--- src/design/cmpms_pkg.sv ---
//
// Behaviour
// - Mode bits 7:6, 3:2 read zero, ignore writes
// - Mode bit 5 enables rising-edge interrupt
// - Mode bit 4 enables falling-edge interrupt
// - Mode bits 1:0 pick response/power mode
// - Mux bits 7:4 pick negative input pin
// - Mux bits 3:0 pick positive input pin
// - Codes 1010-1111 connect no pin
// - Edges set sticky flags until software clears
// - Enable bit powers comparator; output bit live
package cmpms_pkg;
   // ==========================================
   // Register map
   localparam logic [7:0] CMPMS_ADDR_CONTROL = 8'h9b;
   localparam logic [7:0] CMPMS_ADDR_MODE    = 8'h9d;
   localparam logic [7:0] CMPMS_ADDR_MUX     = 8'h9f;
   localparam logic [7:0] CMPMS_RST_MODE     = 8'h02;
   localparam logic [7:0] CMPMS_RST_MUX      = 8'hff;
   localparam logic [7:0] CMPMS_RST_CONTROL  = 8'h00;
   localparam logic [7:0] CMPMS_MODE_MASK    = 8'h33;
   // ==========================================
   // Field positions
   localparam int CMPMS_BIT_RISE_IE = 5;
   localparam int CMPMS_BIT_FALL_IE = 4;
   localparam int CMPMS_BIT_ON      = 7;
   localparam int CMPMS_BIT_OUT     = 6;
   localparam int CMPMS_BIT_RISE_F  = 5;
   localparam int CMPMS_BIT_FALL_F  = 4;
   localparam logic [3:0] CMPMS_SEL_LAST = 4'h9;
   localparam int CMPMS_NUM_PINS    = 20;
   // ==========================================
   // Carriers
   typedef struct packed {
      logic       comparator_on;
      logic [1:0] response_mode;
      logic [3:0] hyst_pos;
      logic [3:0] hyst_neg;
   } cmpms_analog_cfg_t;
   typedef struct packed {
      logic       pos_valid;
      logic [4:0] pos_pin;
      logic       neg_valid;
      logic [4:0] neg_pin;
   } cmpms_route_t;
endpackage : cmpms_pkg

--- src/design/cmpms_route_dec.sv ---
`timescale 1ns/10ps
`default_nettype none
module cmpms_route_dec
   import cmpms_pkg::*;
(
   input  wire logic [7:0]     mux_sel,
   input  wire logic           large_pkg,
   output var cmpms_route_t    route
);
   // ==========================================
   // Pin index: port*8 + bit, odd pins negative
   function automatic logic [5:0] cmpms_pin(input logic [3:0] code, input logic odd);
      logic [5:0] p;
      p = {1'b0, code[3], code[2:0], odd};
      return p;
   endfunction : cmpms_pin
   logic [5:0] neg_idx;
   logic [5:0] pos_idx;
   logic       neg_ok;
   logic       pos_ok;
   // Code 1000/1001 only on large package, above 1001 none
   assign neg_idx = cmpms_pin(mux_sel[7:4], 1'b1);
   assign pos_idx = cmpms_pin(mux_sel[3:0], 1'b0);
   assign neg_ok  = (mux_sel[7:4] <= CMPMS_SEL_LAST) && (!mux_sel[7] || large_pkg);
   assign pos_ok  = (mux_sel[3:0] <= CMPMS_SEL_LAST) && (!mux_sel[3] || large_pkg);
   assign route   = '{pos_ok, pos_idx[4:0], neg_ok, neg_idx[4:0]};
endmodule : cmpms_route_dec
`default_nettype wire

--- src/design/cmpms_top.sv ---
`timescale 1ns/10ps
`default_nettype none
module cmpms_top
   import cmpms_pkg::*;
(
   input  wire logic                  clk,
   input  wire logic                  rst_n,
   input  wire logic [7:0]            sfr_addr,
   input  wire logic [7:0]            sfr_wdata,
   input  wire logic                  sfr_wr,
   input  wire logic                  sfr_rd,
   output logic [7:0]                 sfr_rdata,
   input  wire logic                  large_pkg,
   input  wire logic                  cmp_raw,
   output var cmpms_pkg::cmpms_analog_cfg_t analog_cfg,
   output var cmpms_pkg::cmpms_route_t      route,
   output logic                       cmp_irq
);
   import cmpms_pkg::*;
   // ==========================================
   // Registers
   logic [7:0] mode_ff;
   logic [7:0] mux_ff;
   logic [7:0] ctrl_ff;
   logic       out_ff;
   logic       out_q_ff;
   logic [7:0] rdata_ff;
   logic       irq_ff;
   cmpms_analog_cfg_t cfg_ff;
   cmpms_route_t      route_ff;
   cmpms_route_t      nxt_route;
   // Decode
   wire wr_mode = sfr_wr && (sfr_addr == CMPMS_ADDR_MODE);
   wire wr_mux  = sfr_wr && (sfr_addr == CMPMS_ADDR_MUX);
   wire wr_ctrl = sfr_wr && (sfr_addr == CMPMS_ADDR_CONTROL);
   // Edge detect on the comparator output sampled each clock
   wire rise_ev = out_ff && !out_q_ff;
   wire fall_ev = !out_ff && out_q_ff;
   wire [7:0] ctrl_rd = {ctrl_ff[7], out_ff, ctrl_ff[5:0]};
   logic [7:0] nxt_ctrl;
   // Flags set wins over software clear
   always_comb begin
      nxt_ctrl = wr_ctrl ? sfr_wdata : ctrl_ff;
      nxt_ctrl[CMPMS_BIT_OUT] = 1'b0;
      nxt_ctrl[CMPMS_BIT_RISE_F] = nxt_ctrl[CMPMS_BIT_RISE_F] | rise_ev;
      nxt_ctrl[CMPMS_BIT_FALL_F] = nxt_ctrl[CMPMS_BIT_FALL_F] | fall_ev;
   end
   wire nxt_irq = (nxt_ctrl[CMPMS_BIT_RISE_F] && mode_ff[CMPMS_BIT_RISE_IE]) ||
                  (nxt_ctrl[CMPMS_BIT_FALL_F] && mode_ff[CMPMS_BIT_FALL_IE]);
   wire [7:0] nxt_rdata = (sfr_addr == CMPMS_ADDR_MODE)    ? mode_ff :
                          (sfr_addr == CMPMS_ADDR_MUX)     ? mux_ff  :
                          (sfr_addr == CMPMS_ADDR_CONTROL) ? ctrl_rd : 8'h00;
   cmpms_route_dec u_route (
      .mux_sel   (mux_ff),
      .large_pkg (large_pkg),
      .route     (nxt_route)
   );
   // Register writes and status
   always_ff @(posedge clk or negedge rst_n) begin
      if (!rst_n) begin
         mode_ff  <= CMPMS_RST_MODE;
         mux_ff   <= CMPMS_RST_MUX;
         ctrl_ff  <= CMPMS_RST_CONTROL;
         out_ff   <= 1'b0;
         out_q_ff <= 1'b0;
      end else begin
         if (wr_mode) mode_ff <= sfr_wdata & CMPMS_MODE_MASK;
         if (wr_mux)  mux_ff  <= sfr_wdata;
         ctrl_ff  <= nxt_ctrl;
         out_ff   <= cmp_raw & ctrl_ff[CMPMS_BIT_ON];
         out_q_ff <= out_ff;
      end
   end
   // Registered outputs
   always_ff @(posedge clk or negedge rst_n) begin
      if (!rst_n) begin
         rdata_ff <= 8'h00;
         irq_ff   <= 1'b0;
         cfg_ff   <= '0;
         route_ff <= '0;
      end else begin
         if (sfr_rd) rdata_ff <= nxt_rdata;
         irq_ff   <= nxt_irq;
         cfg_ff   <= '{ctrl_ff[CMPMS_BIT_ON], mode_ff[1:0],
                       {2'b00, ctrl_ff[3:2]}, {2'b00, ctrl_ff[1:0]}};
         route_ff <= nxt_route;
      end
   end
   assign sfr_rdata  = rdata_ff;
   assign cmp_irq    = irq_ff;
   assign analog_cfg = cfg_ff;
   assign route      = route_ff;
endmodule : cmpms_top
`default_nettype wire

--- config.mk ---
export PLATFORM = sky130hd
export DESIGN_NAME = cmpms_top
export DESIGN_NICKNAME = d
export VERILOG_FILES = /design/src/design/cmpms_pkg.sv /design/src/design/cmpms_route_dec.sv /design/src/design/cmpms_top.sv
export SDC_FILE = /design/constraint.sdc
export NUM_CORES = 1
export LEC_CHECK = 0
export BUFFER_PORTS_ARGS = -buffer_cell sky130_fd_sc_hd__buf_2
export CORE_MARGIN = 5
export CORE_UTILIZATION = 57
export CTS_BUF_LIST = sky130_fd_sc_hd__clkbuf_8
export CTS_CLUSTER_DIAMETER = 40
export DETAILED_ROUTE_END_ITERATION = 6
export MAX_ROUTING_LAYER = met4
export PLACE_DENSITY = 0.95
export SLEW_MARGIN = 20
export SYNTH_ARGS = -nofsm -noshare
export SYNTH_HDL_FRONTEND = slang
export SYNTH_SLANG_ARGS = --single-unit
--- constraint.sdc ---
create_clock -name clk -period 1.76 [get_ports clk]
set_input_delay 0.352 -clock clk [delete_from_list [all_inputs] [get_ports clk]]
set_output_delay 0.352 -clock clk [all_outputs]
set_load 0.02 [all_outputs]
======== After elaboration in Yosys (flattened, before gate mapping) ========
Index checks and enable logic that the tools add are counted.
Widths: inputs -> output; s select.
operators by class
  eq/ne operators ......................... 3
  reductions and logical operators ........ 16
  bitwise gates (word level) .............. 3
  muxes and demuxes ....................... 4
  magnitude comparators ................... 2
operators with widths
  kind                count
  $eq 8x8->1 const B  3
  $mux 8              3
  $logic_and 1x1->1   9
  $le 4x4->1 const B  2
  $mux 6              1
  $logic_not 1->1     4
  $logic_or 1x1->1    3
  $or 1x1->1          2
  $and 1x1->1         1
word-level totals
  logic and storage cells ................. 44
  output and inout bits ................... 32
  bits in registers ....................... 48
  input bits .............................. 22

======== Depth between registers and ports, before layout ========
Gate-level depths: netlist of run 1.
  word-level depth ........................ 6
  depth in mapped cells ................... 6
  depth with buffers taken out ............ 4

======== Modules after synthesis ========
From an unflattened synthesis of run 1, not the netlist that was laid out.
second synthesis, totals
  cells, all modules ...................... 138
  area, all modules ....................... 1999.4 um^2
by module, submodules not included
  module           times used  sequential area each (um^2)  area an instance (um^2)  cells each
  cmpms_top        1           1237.4                       1878.1                   121
  cmpms_route_dec  1           0.0                          121.4                    17

======== Worst setup path after synthesis of run 1 ========
No wires, ideal clock.
  path type ............................... input to register
  from .................................... input sfr_addr[5]
  to ...................................... register irq_ff, in the netlist cmp_irq
  path slack .............................. 0.123 ns
  setup time .............................. 0.121 ns
  cell stages on the path ................. 5
  arrival time ............................ 1.516 ns
  buffers on the path ..................... 1
  required time ........................... 1.639 ns
  cells stage by stage .................... nand4b_4 or4_4 buf_6 a21o_1 a22o_1
on the way
  word-level cells in the longest chain between the ends .. 6
  elaborated cells on any way between the ends .. 8
  those cells by class .................... eq/ne: 1; mux: 1; bitwise: 2; reduce/logical: 4
RTL lines
  element               RTL line         RTL
  from (decl)           cmpms_top.sv:8   input wire logic [7:0] sfr_addr,
  $eq 8x8->1            cmpms_top.sv:35  wire wr_ctrl = sfr_wr && (sfr_addr == CMPMS_ADDR_CONTROL);
  $logic_and 1x1->1     cmpms_top.sv:35
  $mux 6                cmpms_top.sv:43  nxt_ctrl = wr_ctrl ? sfr_wdata : ctrl_ff;
  $or 1x1->1            cmpms_top.sv:45  nxt_ctrl[CMPMS_BIT_RISE_F] = nxt_ctrl[CMPMS_BIT_RISE_F] | rise_ev;
  net nxt_ctrl[5]       cmpms_top.sv:40  logic [7:0] nxt_ctrl;
  $logic_and 1x1->1     cmpms_top.sv:48  wire nxt_irq = (nxt_ctrl[CMPMS_BIT_RISE_F] && mode_ff[CMPMS_BIT_RISE_IE]) ||
  $logic_or 1x1->1      cmpms_top.sv:48
  net nxt_irq           cmpms_top.sv:48
  to (signal assigned)  cmpms_top.sv:83  irq_ff <= nxt_irq;
  to (decl)             cmpms_top.sv:28  logic irq_ff;
The timed path passes the listed nets, and every way through them passes these cells.
A chain may end at the register's enable or synchronous reset.

======== Final worst setup path of run 1 ========
Same ends and word-level chain as after synthesis.

==> flow_summary.toml, run 1 <==
[pwr]
power.leakage_uw = 0.00119
total_power_uw = 2210
powerDensity_nw_per_um2 = 962
ir_worst_vdd_mv = 0.672

[clock_network]
cts_max_level = 2
cts_made_buffers = 5
clock-sinks = 48
clkSlewWorstSetupHoldPaths_ns = 0.09
clkLatencyLatePin_ns = 0.30
cts.path.max_buffers = 2
postCtsSetupRepairBufs = 0
cts_hold_buf = 0
clock-root-buffer = "clkbuf_8"
cts_resized = 0
cts_tree = "built"

[sta]
finalMaxSlewViolations = 0
final-hold-violation-count = 0
min_period_ns = 1.43
setup_viol = 0
grt_setup_unrepaired = "false"
clock_skew_ns = 0.0149
post-route-period-util = 0.812
final.setup.tns_ns = 0
max_freq_mhz = 700
hold_slack_ns = 0.0120

[worst_setup_path]
required_ns = 1.94
rr_worst_depth = 3
critPathArrivalTime_ns = 1.61
crit_start = "sfr_addr[5]"
end_kind = "register"
r2r_start = "mux_ff[5]"
critPathLaunchType = "input pin"
criticalPathCategory = "in2reg"
crit_fanout = 5

[synth]
synthDistinctLibCells = 28
syn_inst = 132
synth-simple-area-share = 0.0781
ys.flop_type = "dfrtp_1"
ys_top_cells_by_area = "dfrtp_1 52%, dfstp_2 13%, mux2_2 13%, mux2i_1 2.7%, o22ai_1 2.7%"
muxShareOfSynthArea = 0.154
avgSynthCellArea_um2 = 14.1
synth_edf_count = 0
synth_compound_area_frac = 0.0559
synth_top_family_by_area = "multiplexers"
yosys.area.top_type_share = 0.525
synth_fa_ha_area_frac = 0
synth_area_um2 = 1860
yosysSeqAreaShare = 0.652
synthTopCellsByCount = "39 x dfrtp_1, 21 x mux2_2, 9 x dfstp_2, 9 x inv_1, 8 x o22ai_1"
yosysWarnings = 0
ys_ff_latch = 48
yosysMostFrequentCell = "dfrtp_1"
ys_async_sr_fraction = 1.00
yosysTopAreaCell = "dfrtp_1"
synth-xor-area-share = 0

[place]
port_buffers = 48
place_hpwl_um = 2930
place_area_um2 = 2170
gp_congestion = 0.899
dp_cells = 226

[outcome]
status = "complete, no violations"

[die]
ios = 54
die_area_um2 = 4500
die_w_um = 67.1
core_area_um2 = 3100
std_cell_rows = 20
initial_core_util = 0.599
die_y_um = 67.1

[run]
cap_violations = 0

[finish]
stdcell_area_um2 = 2290
syn_to_final_growth_pct = 23.4
fin_cells = 234
diodes = 0
nets = 211
drive_above_1_share = 0.511

[detailed_routing]
vias = 1228
viasPerCell = 5.25
drtPass1Iterations = 4
ant_nets = 0
first_iter_violations = 58
wl_per_cell_um = 17.2
drc = 0
drt-total-wl_um = 4020

[grt]
antenna_found_initial = 0
grt_max_degree = 49
grt_overflow_total = 0
grt_usage = 0.205
grt_pass1_vias = 1322
grt_pass1_wl_um = 6370

[hold_path]
hold_class = "in2async"
-- per-layer routing --
| metal | wire [um] | track usage | share of wire |
|---|---|---|---|
| met1 | 1520 | 0.222 | 0.38 |
| met2 | 2150 | 0.351 | 0.54 |
| met3 | 294 | 0.0658 | 0.073 |
| met4 | 56 | 0.0734 | 0.014 |
| met5 | 0 | - | 0 |
-- layout by cell type, fill, tap and decap left out, types with 4 or more instances in the layout --
master | Yosys | final
dfrtp_1 | 39 | 39
mux2_2 | 21 | 21
nor2_1 | 4 | 4
conb_1 | 2 | 6
dfstp_2 | 9 | 9
mux2i_1 | 5 | 5
o22ai_1 | 8 | 8
nand2_1 | 5 | 5
clkbuf_8 | 0 | 6
buf_2 | 2 | 48
buf_4 | 6 | 7
a22oi_1 | 4 | 4
inv_1 | 9 | 9
-- metrics by stage --
| step | setup slack (ns) | utilization |
|---|---|---|
| floorplan | 0.123 | - |
| global placement | 0.0670 | 0.700 |
| detailed placement | 0.0173 | 0.700 |
| CTS | 0.343 | 0.739 |
| global route | 0.339 | 0.739 |
| finish | 0.331 | 0.739 |
-- critical path, cell delays in order --
cell and delay [ns]:
buf_2 0.10, nand4b_4 0.16, or4_4 0.54, a21o_1 0.22, a22o_1 0.23
-- layout make-up --
| cell class | instances | area [um2] |
|---|---|---|
| sequential | 48 | 1210 |
| fill | 208 | 810 |
| multi-input combinational | 69 | 558 |
| timing repair buffer | 56 | 313 |
| clock buffer | 6 | 82.6 |
| tap | 44 | 55.1 |
| clock inverter | 2 | 38.8 |
| inverter | 9 | 33.8 |
-- final timing paths --
kind                                     end  slack (ns)
worst max-delay path                 cmp_irq        0.33
worst min-delay path                route[4]        0.01
worst max register to register  sfr_rdata[5]        0.60
worst min register to register      route[1]        0.41
max in group asynchronous          mux_ff[4]        1.47
min in group clk                      out_ff        0.26
-- where the power goes --
| group | switching (uW) | internal, uW | total, uW |
|---|---|---|---|
| combinational | 118 | 79.1 | 197 |
| sequential | 26.5 | 1150 | 1180 |
| clock | 365 | 464 | 829 |
-- flip-flops by register name (all words and copies together), names as in the netlist --
signal      flops
mode_ff         4
out_ff          1
analog_cfg      7
ctrl_ff         7
sfr_rdata       8
out_q_ff        1
route          11
cmp_irq         1
mux_ff          8
-- cell families after synthesis --
| kind of cell | count (synthesis) |
|---|---|
| buffers and inverters | 19 |
| AND/OR/NAND/NOR | 22 |
| other | 2 |
| flip-flops | 48 |
| AO/OA/AOI/OAI | 15 |
| multiplexers | 26 |
(Power assumes the default switching activity.)
==> run 2: changes to the inputs <==
--- a/config.mk
+++ b/config.mk
@@ -5,14 +5,15 @@
 export SDC_FILE = /design/constraint.sdc
 export NUM_CORES = 1
 export LEC_CHECK = 0
+export ABC_AREA = 1
 export BUFFER_PORTS_ARGS = -buffer_cell sky130_fd_sc_hd__buf_2
 export CORE_MARGIN = 5
-export CORE_UTILIZATION = 57
+export CORE_UTILIZATION = 53
 export CTS_BUF_LIST = sky130_fd_sc_hd__clkbuf_8
 export CTS_CLUSTER_DIAMETER = 40
 export DETAILED_ROUTE_END_ITERATION = 6
 export MAX_ROUTING_LAYER = met4
-export PLACE_DENSITY = 0.95
+export PLACE_DENSITY = 0.92
 export SLEW_MARGIN = 20
 export SYNTH_ARGS = -nofsm -noshare
 export SYNTH_HDL_FRONTEND = slang
==> constraint.sdc (replaced) <==
create_clock -name clk -period 1.5 [get_ports clk]
set_input_delay 0.3 -clock clk [delete_from_list [all_inputs] [get_ports clk]]
set_output_delay 0.3 -clock clk [all_outputs]
set_load 0.02 [all_outputs]
==> flow_summary.toml, run 2 <==
[finish]
final_common_cell = "nand2_1"
multi_input_area_um2 = 588
drive_above_1_share = 0.316
diodes = 0
nFillCells = 282
layout_common_cells = "66 x nand2_1, 48 x buf_2, 39 x dfrtp_1"
regArea_um2 = 1210
stdcell_area_um2 = 2340
fin_cells = 304
syn_to_final_growth_pct = 21.3
largest_register_ffs = 11
nets = 277

[synth]
synth-xor-area-share = 0
synth-simple-area-share = 0.218
synthTopCellsByCount = "66 x nand2_1, 39 x dfrtp_1, 20 x inv_1"
ys_top_cells_by_area = "dfrtp_1 51%, nand2_1 13%, dfstp_2 12%, nand3_1 4.1%, inv_1 3.9%"
yosysTopAreaCell = "dfrtp_1"
synth_area_um2 = 1930
yosys.area.top_type_share = 0.506
muxShareOfSynthArea = 0
yosysWarnings = 0
ys_ff_latch = 48
avgSynthCellArea_um2 = 9.75
synth_edf_count = 0
ys.flop_type = "dfrtp_1"
synth_compound_area_frac = 0.0752
yosysSeqAreaShare = 0.628
yosysMostFrequentCell = "nand2_1"
ys_async_sr_fraction = 1.00
synth_top_family_by_area = "simple AND/OR/NAND/NOR gates"
synth_fa_ha_area_frac = 0
synthDistinctLibCells = 24
syn_inst = 198

[worst_setup_path]
r2r_slack_ns = 0.52
path_delay_family = "flip-flops"
rr_worst_depth = 5
required_ns = 1.20
critical_path.max_stage_delay_ns = 0.39
critPathArrivalTime_ns = 0.85
critPathLaunchType = "register"
r2r_start = "out_ff"
critical_path_buf_inv_count = 1
crit_chain = "buf_2"
timing.rr.end = "cmp_irq"
cp_slowest_cell = "dfrtp_1"
crit_fanout = 1
criticalPathCategory = "reg2out"
end_kind = "output pin"

[detailed_routing]
drt-total-wl_um = 4040
first_iter_violations = 86
vias = 1510
wl_per_cell_um = 13.3
drc = 0
ant_nets = 0
viasPerCell = 4.97
drtPass1Iterations = 4

[clock_network]
clkLatencyLatePin_ns = 0.30
cts_resized = 0
clock-sinks = 48
clkSlewWorstSetupHoldPaths_ns = 0.08
cts_hold_buf = 1
cts.path.max_buffers = 2
postCtsSetupRepairBufs = 0
cts_tree = "built"
clock-root-buffer = "clkbuf_8"
cts_max_level = 2
cts_made_buffers = 5

[pwr]
power.leakage_uw = 0.00130
powerDensity_nw_per_um2 = 1010
ir_worst_vdd_mv = 0.711

[place]
place_hpwl_um = 3030
gp_congestion = 0.813
dp_cells = 295
port_buffers = 48
place_area_um2 = 2240

[grt]
antenna_found_initial = 0
grt_usage = 0.186
grt_overflow_total = 0
grt_pass1_wl_um = 6970
grt_pass1_vias = 1535
grt_max_degree = 33
met1_usage = 0.233
grt.busiest_layer = "met2"
gr-usage-met3 = 0.0489
use_met2 = 0.277

[sta]
post-route-period-util = 0.769
final-hold-violation-count = 0
min_period_ns = 1.15
max_freq_mhz = 867
final.setup.tns_ns = 0
clock_skew_ns = 0.00610
grt_setup_unrepaired = "false"
setup_viol = 0
finalMaxSlewViolations = 0

[hold_path]
hold_end = "out_ff"
whs_path_depth = 3
min_from = "cmp_raw"
hold_class = "in2reg"

[die]
core_area_um2 = 3610
die_y_um = 70.4
die_w_um = 70.4
die_area_um2 = 4950
std_cell_rows = 22
initial_core_util = 0.535
ios = 54

[run]
cap_violations = 0

[outcome]
status = "complete, no violations"
==> run 2: cell types whose count changed in the layout (fill, tap and decap cells not counted), sizes merged, moves of 4 or more <==
cell   before  now
a22oi       4    0
inv         9   21
mux2       21    0
mux2i       5    0
nand2       5   68
nand3       1   16
o21ai       0   16
o22ai       8    0
==> run 2: stage by stage <==
| step | setup slack (ns) | hold WS [ns] | total power [uW] | util |
|---|---|---|---|---|
| after detailed placement | 0.0863 | 0.247 | 1610 | 0.620 |
| after CTS | 0.337 | 0.172 | 2390 | 0.649 |
| final | 0.347 | 0.180 | 2360 | 0.649 |
| after global routing | 0.269 | 0.189 | 2470 | 0.649 |
| after global placement | 0.165 | 0.244 | 1610 | 0.620 |
| after floorplan | 0.347 | 0.00441 | 1510 | - |
==> run 2: logic make-up (layout without fill, tap and decap cells) <==
group,Yosys count,after routing
simple gates,96,96
other cells,2,6
compound gates,22,22
buf+inv,30,84
flops,48,48
==> run 2: layout make-up <==
type,instances,area share
Sequential cell,48,0.518
Multi-Input combinational cell,124,0.251
Timing Repair Buffer,55,0.131
Clock buffer,6,0.0353
Inverter,21,0.0337
Tap cell,48,0.0257
Clock inverter,2,0.00481
==> run 2: where the power goes <==
group / leakage [uW] / internal, uW / switching [uW]
clock network: 0.0000486 / 368 / 403
logic: 0.000656 / 69.0 / 140
registers: 0.000596 / 1350 / 30.2
==> run 2: worst max path at each step <==
stage | from | to | slack [ns] | cells past startpoint
final | analog_cfg[1] | analog_cfg[1] | 0.35 | 1
after detailed placement | sfr_addr[3] | mode_ff[0] | 0.09 | 8
after floorplan | sfr_addr[6] | mux_ff[4] | 0.35 | 9
after CTS | analog_cfg[1] | analog_cfg[1] | 0.34 | 1
after global routing | sfr_addr[3] | mode_ff[0] | 0.27 | 8
after global placement | sfr_addr[3] | mode_ff[0] | 0.16 | 8
==> run 2: layer usage <==
| layer | part of all wire | wire length (um) |
|---|---|---|
| met1 | 0.41 | 1660 |
| met2 | 0.48 | 1950 |
| met3 | 0.071 | 287 |
| met4 | 0.033 | 134 |
| met5 | 0 | 0 |
==> run 3: changes to the inputs <==
==> constraint.sdc (replaced) <==
create_clock -name clk -period 1.1 [get_ports clk]
set_input_delay 0.22 -clock clk [delete_from_list [all_inputs] [get_ports clk]]
set_output_delay 0.22 -clock clk [all_outputs]
set_load 0.02 [all_outputs]
==> flow_summary.toml, run 3 (synthesis gave the netlist of run 2 again) <==
[clock_network]
clkSlewWorstSetupHoldPaths_ns = 0.08
clock-root-buffer = "clkbuf_8"
cts_tree = "built"
cts_made_buffers = 5
clock-sinks = 48
clkLatencyLatePin_ns = 0.30
cts.path.max_buffers = 2
cts_max_level = 2

[die]
std_cell_rows = 22
core_area_um2 = 3610
die_y_um = 70.4
ios = 54
initial_core_util = 0.535
die_w_um = 70.4
die_area_um2 = 4950

[worst_setup_path]
critical_path_buf_inv_count = 1
cp_slowest_cell = "dfrtp_1"
crit_start = "sfr_rdata[5]"
critPathLaunchType = "register"
critical_path.max_stage_delay_ns = 0.38
r2r_start = "out_ff"
path_delay_family = "flip-flops"
crit_chain = "buf_2"
critPathArrivalTime_ns = 0.84
required_ns = 0.88
criticalPathCategory = "reg2out"
crit_fanout = 2
end_kind = "output pin"

[detailed_routing]
drc = 0
drtPass1Iterations = 4
drt-total-wl_um = 4240
first_iter_violations = 121
wl_per_cell_um = 13.6
ant_nets = 0
viasPerCell = 4.90
vias = 1524

[place]
port_buffers = 48
place_hpwl_um = 3120
pre_cts_ws_ns = -0.222
gp_congestion = 0.792

[pwr]
powerDensity_nw_per_um2 = 1450
ir_worst_vdd_mv = 0.874
power.leakage_uw = 0.00136
total_power_uw = 3540

[finish]
syn_to_final_growth_pct = 26.7
drive_above_1_share = 0.346
layout_common_cells = "66 x nand2_1, 46 x buf_2, 39 x dfrtp_1"
diodes = 0
nets = 284
largest_register_ffs = 11
final_common_cell = "nand2_1"

[grt]
grt_usage = 0.193
grt_overflow_total = 0
grt_pass1_vias = 1569
antenna_found_initial = 0
grt_pass1_wl_um = 7160
grt_max_degree = 49

[sta]
setup_ws_ns = 0.0402
max_freq_mhz = 944
grt_setup_unrepaired = "false"
finalMaxSlewViolations = 0
clock_skew_ns = 0.00426
final-hold-violation-count = 0
setup_viol = 0
min_period_ns = 1.06
post-route-period-util = 0.963

[hold_path]
min_from = "cmp_raw"
hold_class = "in2reg"

[run]
cap_violations = 0

[outcome]
status = "complete, no violations"
[run 3: cell count changes in the layout (fill, tap and decap cells not counted), sizes merged]
| cell | before | now |
|---|---|---|
| clkinvlp | 1 | 0 |
| bufinv | 0 | 1 |
| clkbuf | 6 | 7 |
| buf | 54 | 61 |
| inv | 21 | 20 |
[run 3: power by group]
group	leakage, uW	internal (uW)	switching [uW]
Combinational	0.000697	101	192
Clock	0.0000645	801	555
Sequential	0.000596	1840	42.1
[run 3: area by class of cell]
type	instances	area [um2]
Clock inverter	1	30.0
Tap cell	48	60.1
Multi-Input combinational cell	124	596
Timing Repair Buffer	62	373
Inverter	21	78.8
Fill cell	265	1160
Sequential cell	48	1210
Clock buffer	7	96.3
[run 3: final timing paths]
kind | depth (start not counted) | to | slack (ns)
min in group asynchronous | 3 | route[0] | 0.41
hold / removal | 3 | out_ff | 0.11
setup reg to reg | 5 | cmp_irq | 0.09
max in group asynchronous | 3 | mode_ff[1] | 0.40
setup / recovery | 1 | sfr_rdata[5] | 0.04
hold reg to reg | 0 | out_q_ff | 0.38
[run 3: worst register-to-register path, delay by kind of cell (launching register included)]
kind / cells / cell delay, ns
and+or+nand+nor: 4 / 0.52
DFF: 1 / 0.35
buffers and inverters: 1 / 0.08
[run 3: stage by stage]
stage	hold WS, ns	util	TNS (ns)	cell area, um2	std cells
floorplan	-0.0756	-	0	1950	202
global placement	0.213	0.627	-1.55	2260	298
detailed placement	0.221	0.627	-3.26	2260	298
CTS	0.107	0.664	0	2400	307
global route	0.116	0.678	0	2450	311
finish	0.109	0.678	0	2450	311
[run 3: metal layers]
layer,up-vias,share of wire,track usage
li1,738,-,-
met1,704,0.39,0.223
met2,73,0.52,0.314
met3,9,0.070,0.0547
met4,0,0.025,0.0851
met5,-,0,-
[run 3: timing repair]
action                                  CTS  global route
gates resized for setup                   0             6
hold buffers                              1             0
endpoints found under the setup margin    0            12
endpoints found under the hold margin    39             0
setup buffers                             0             4
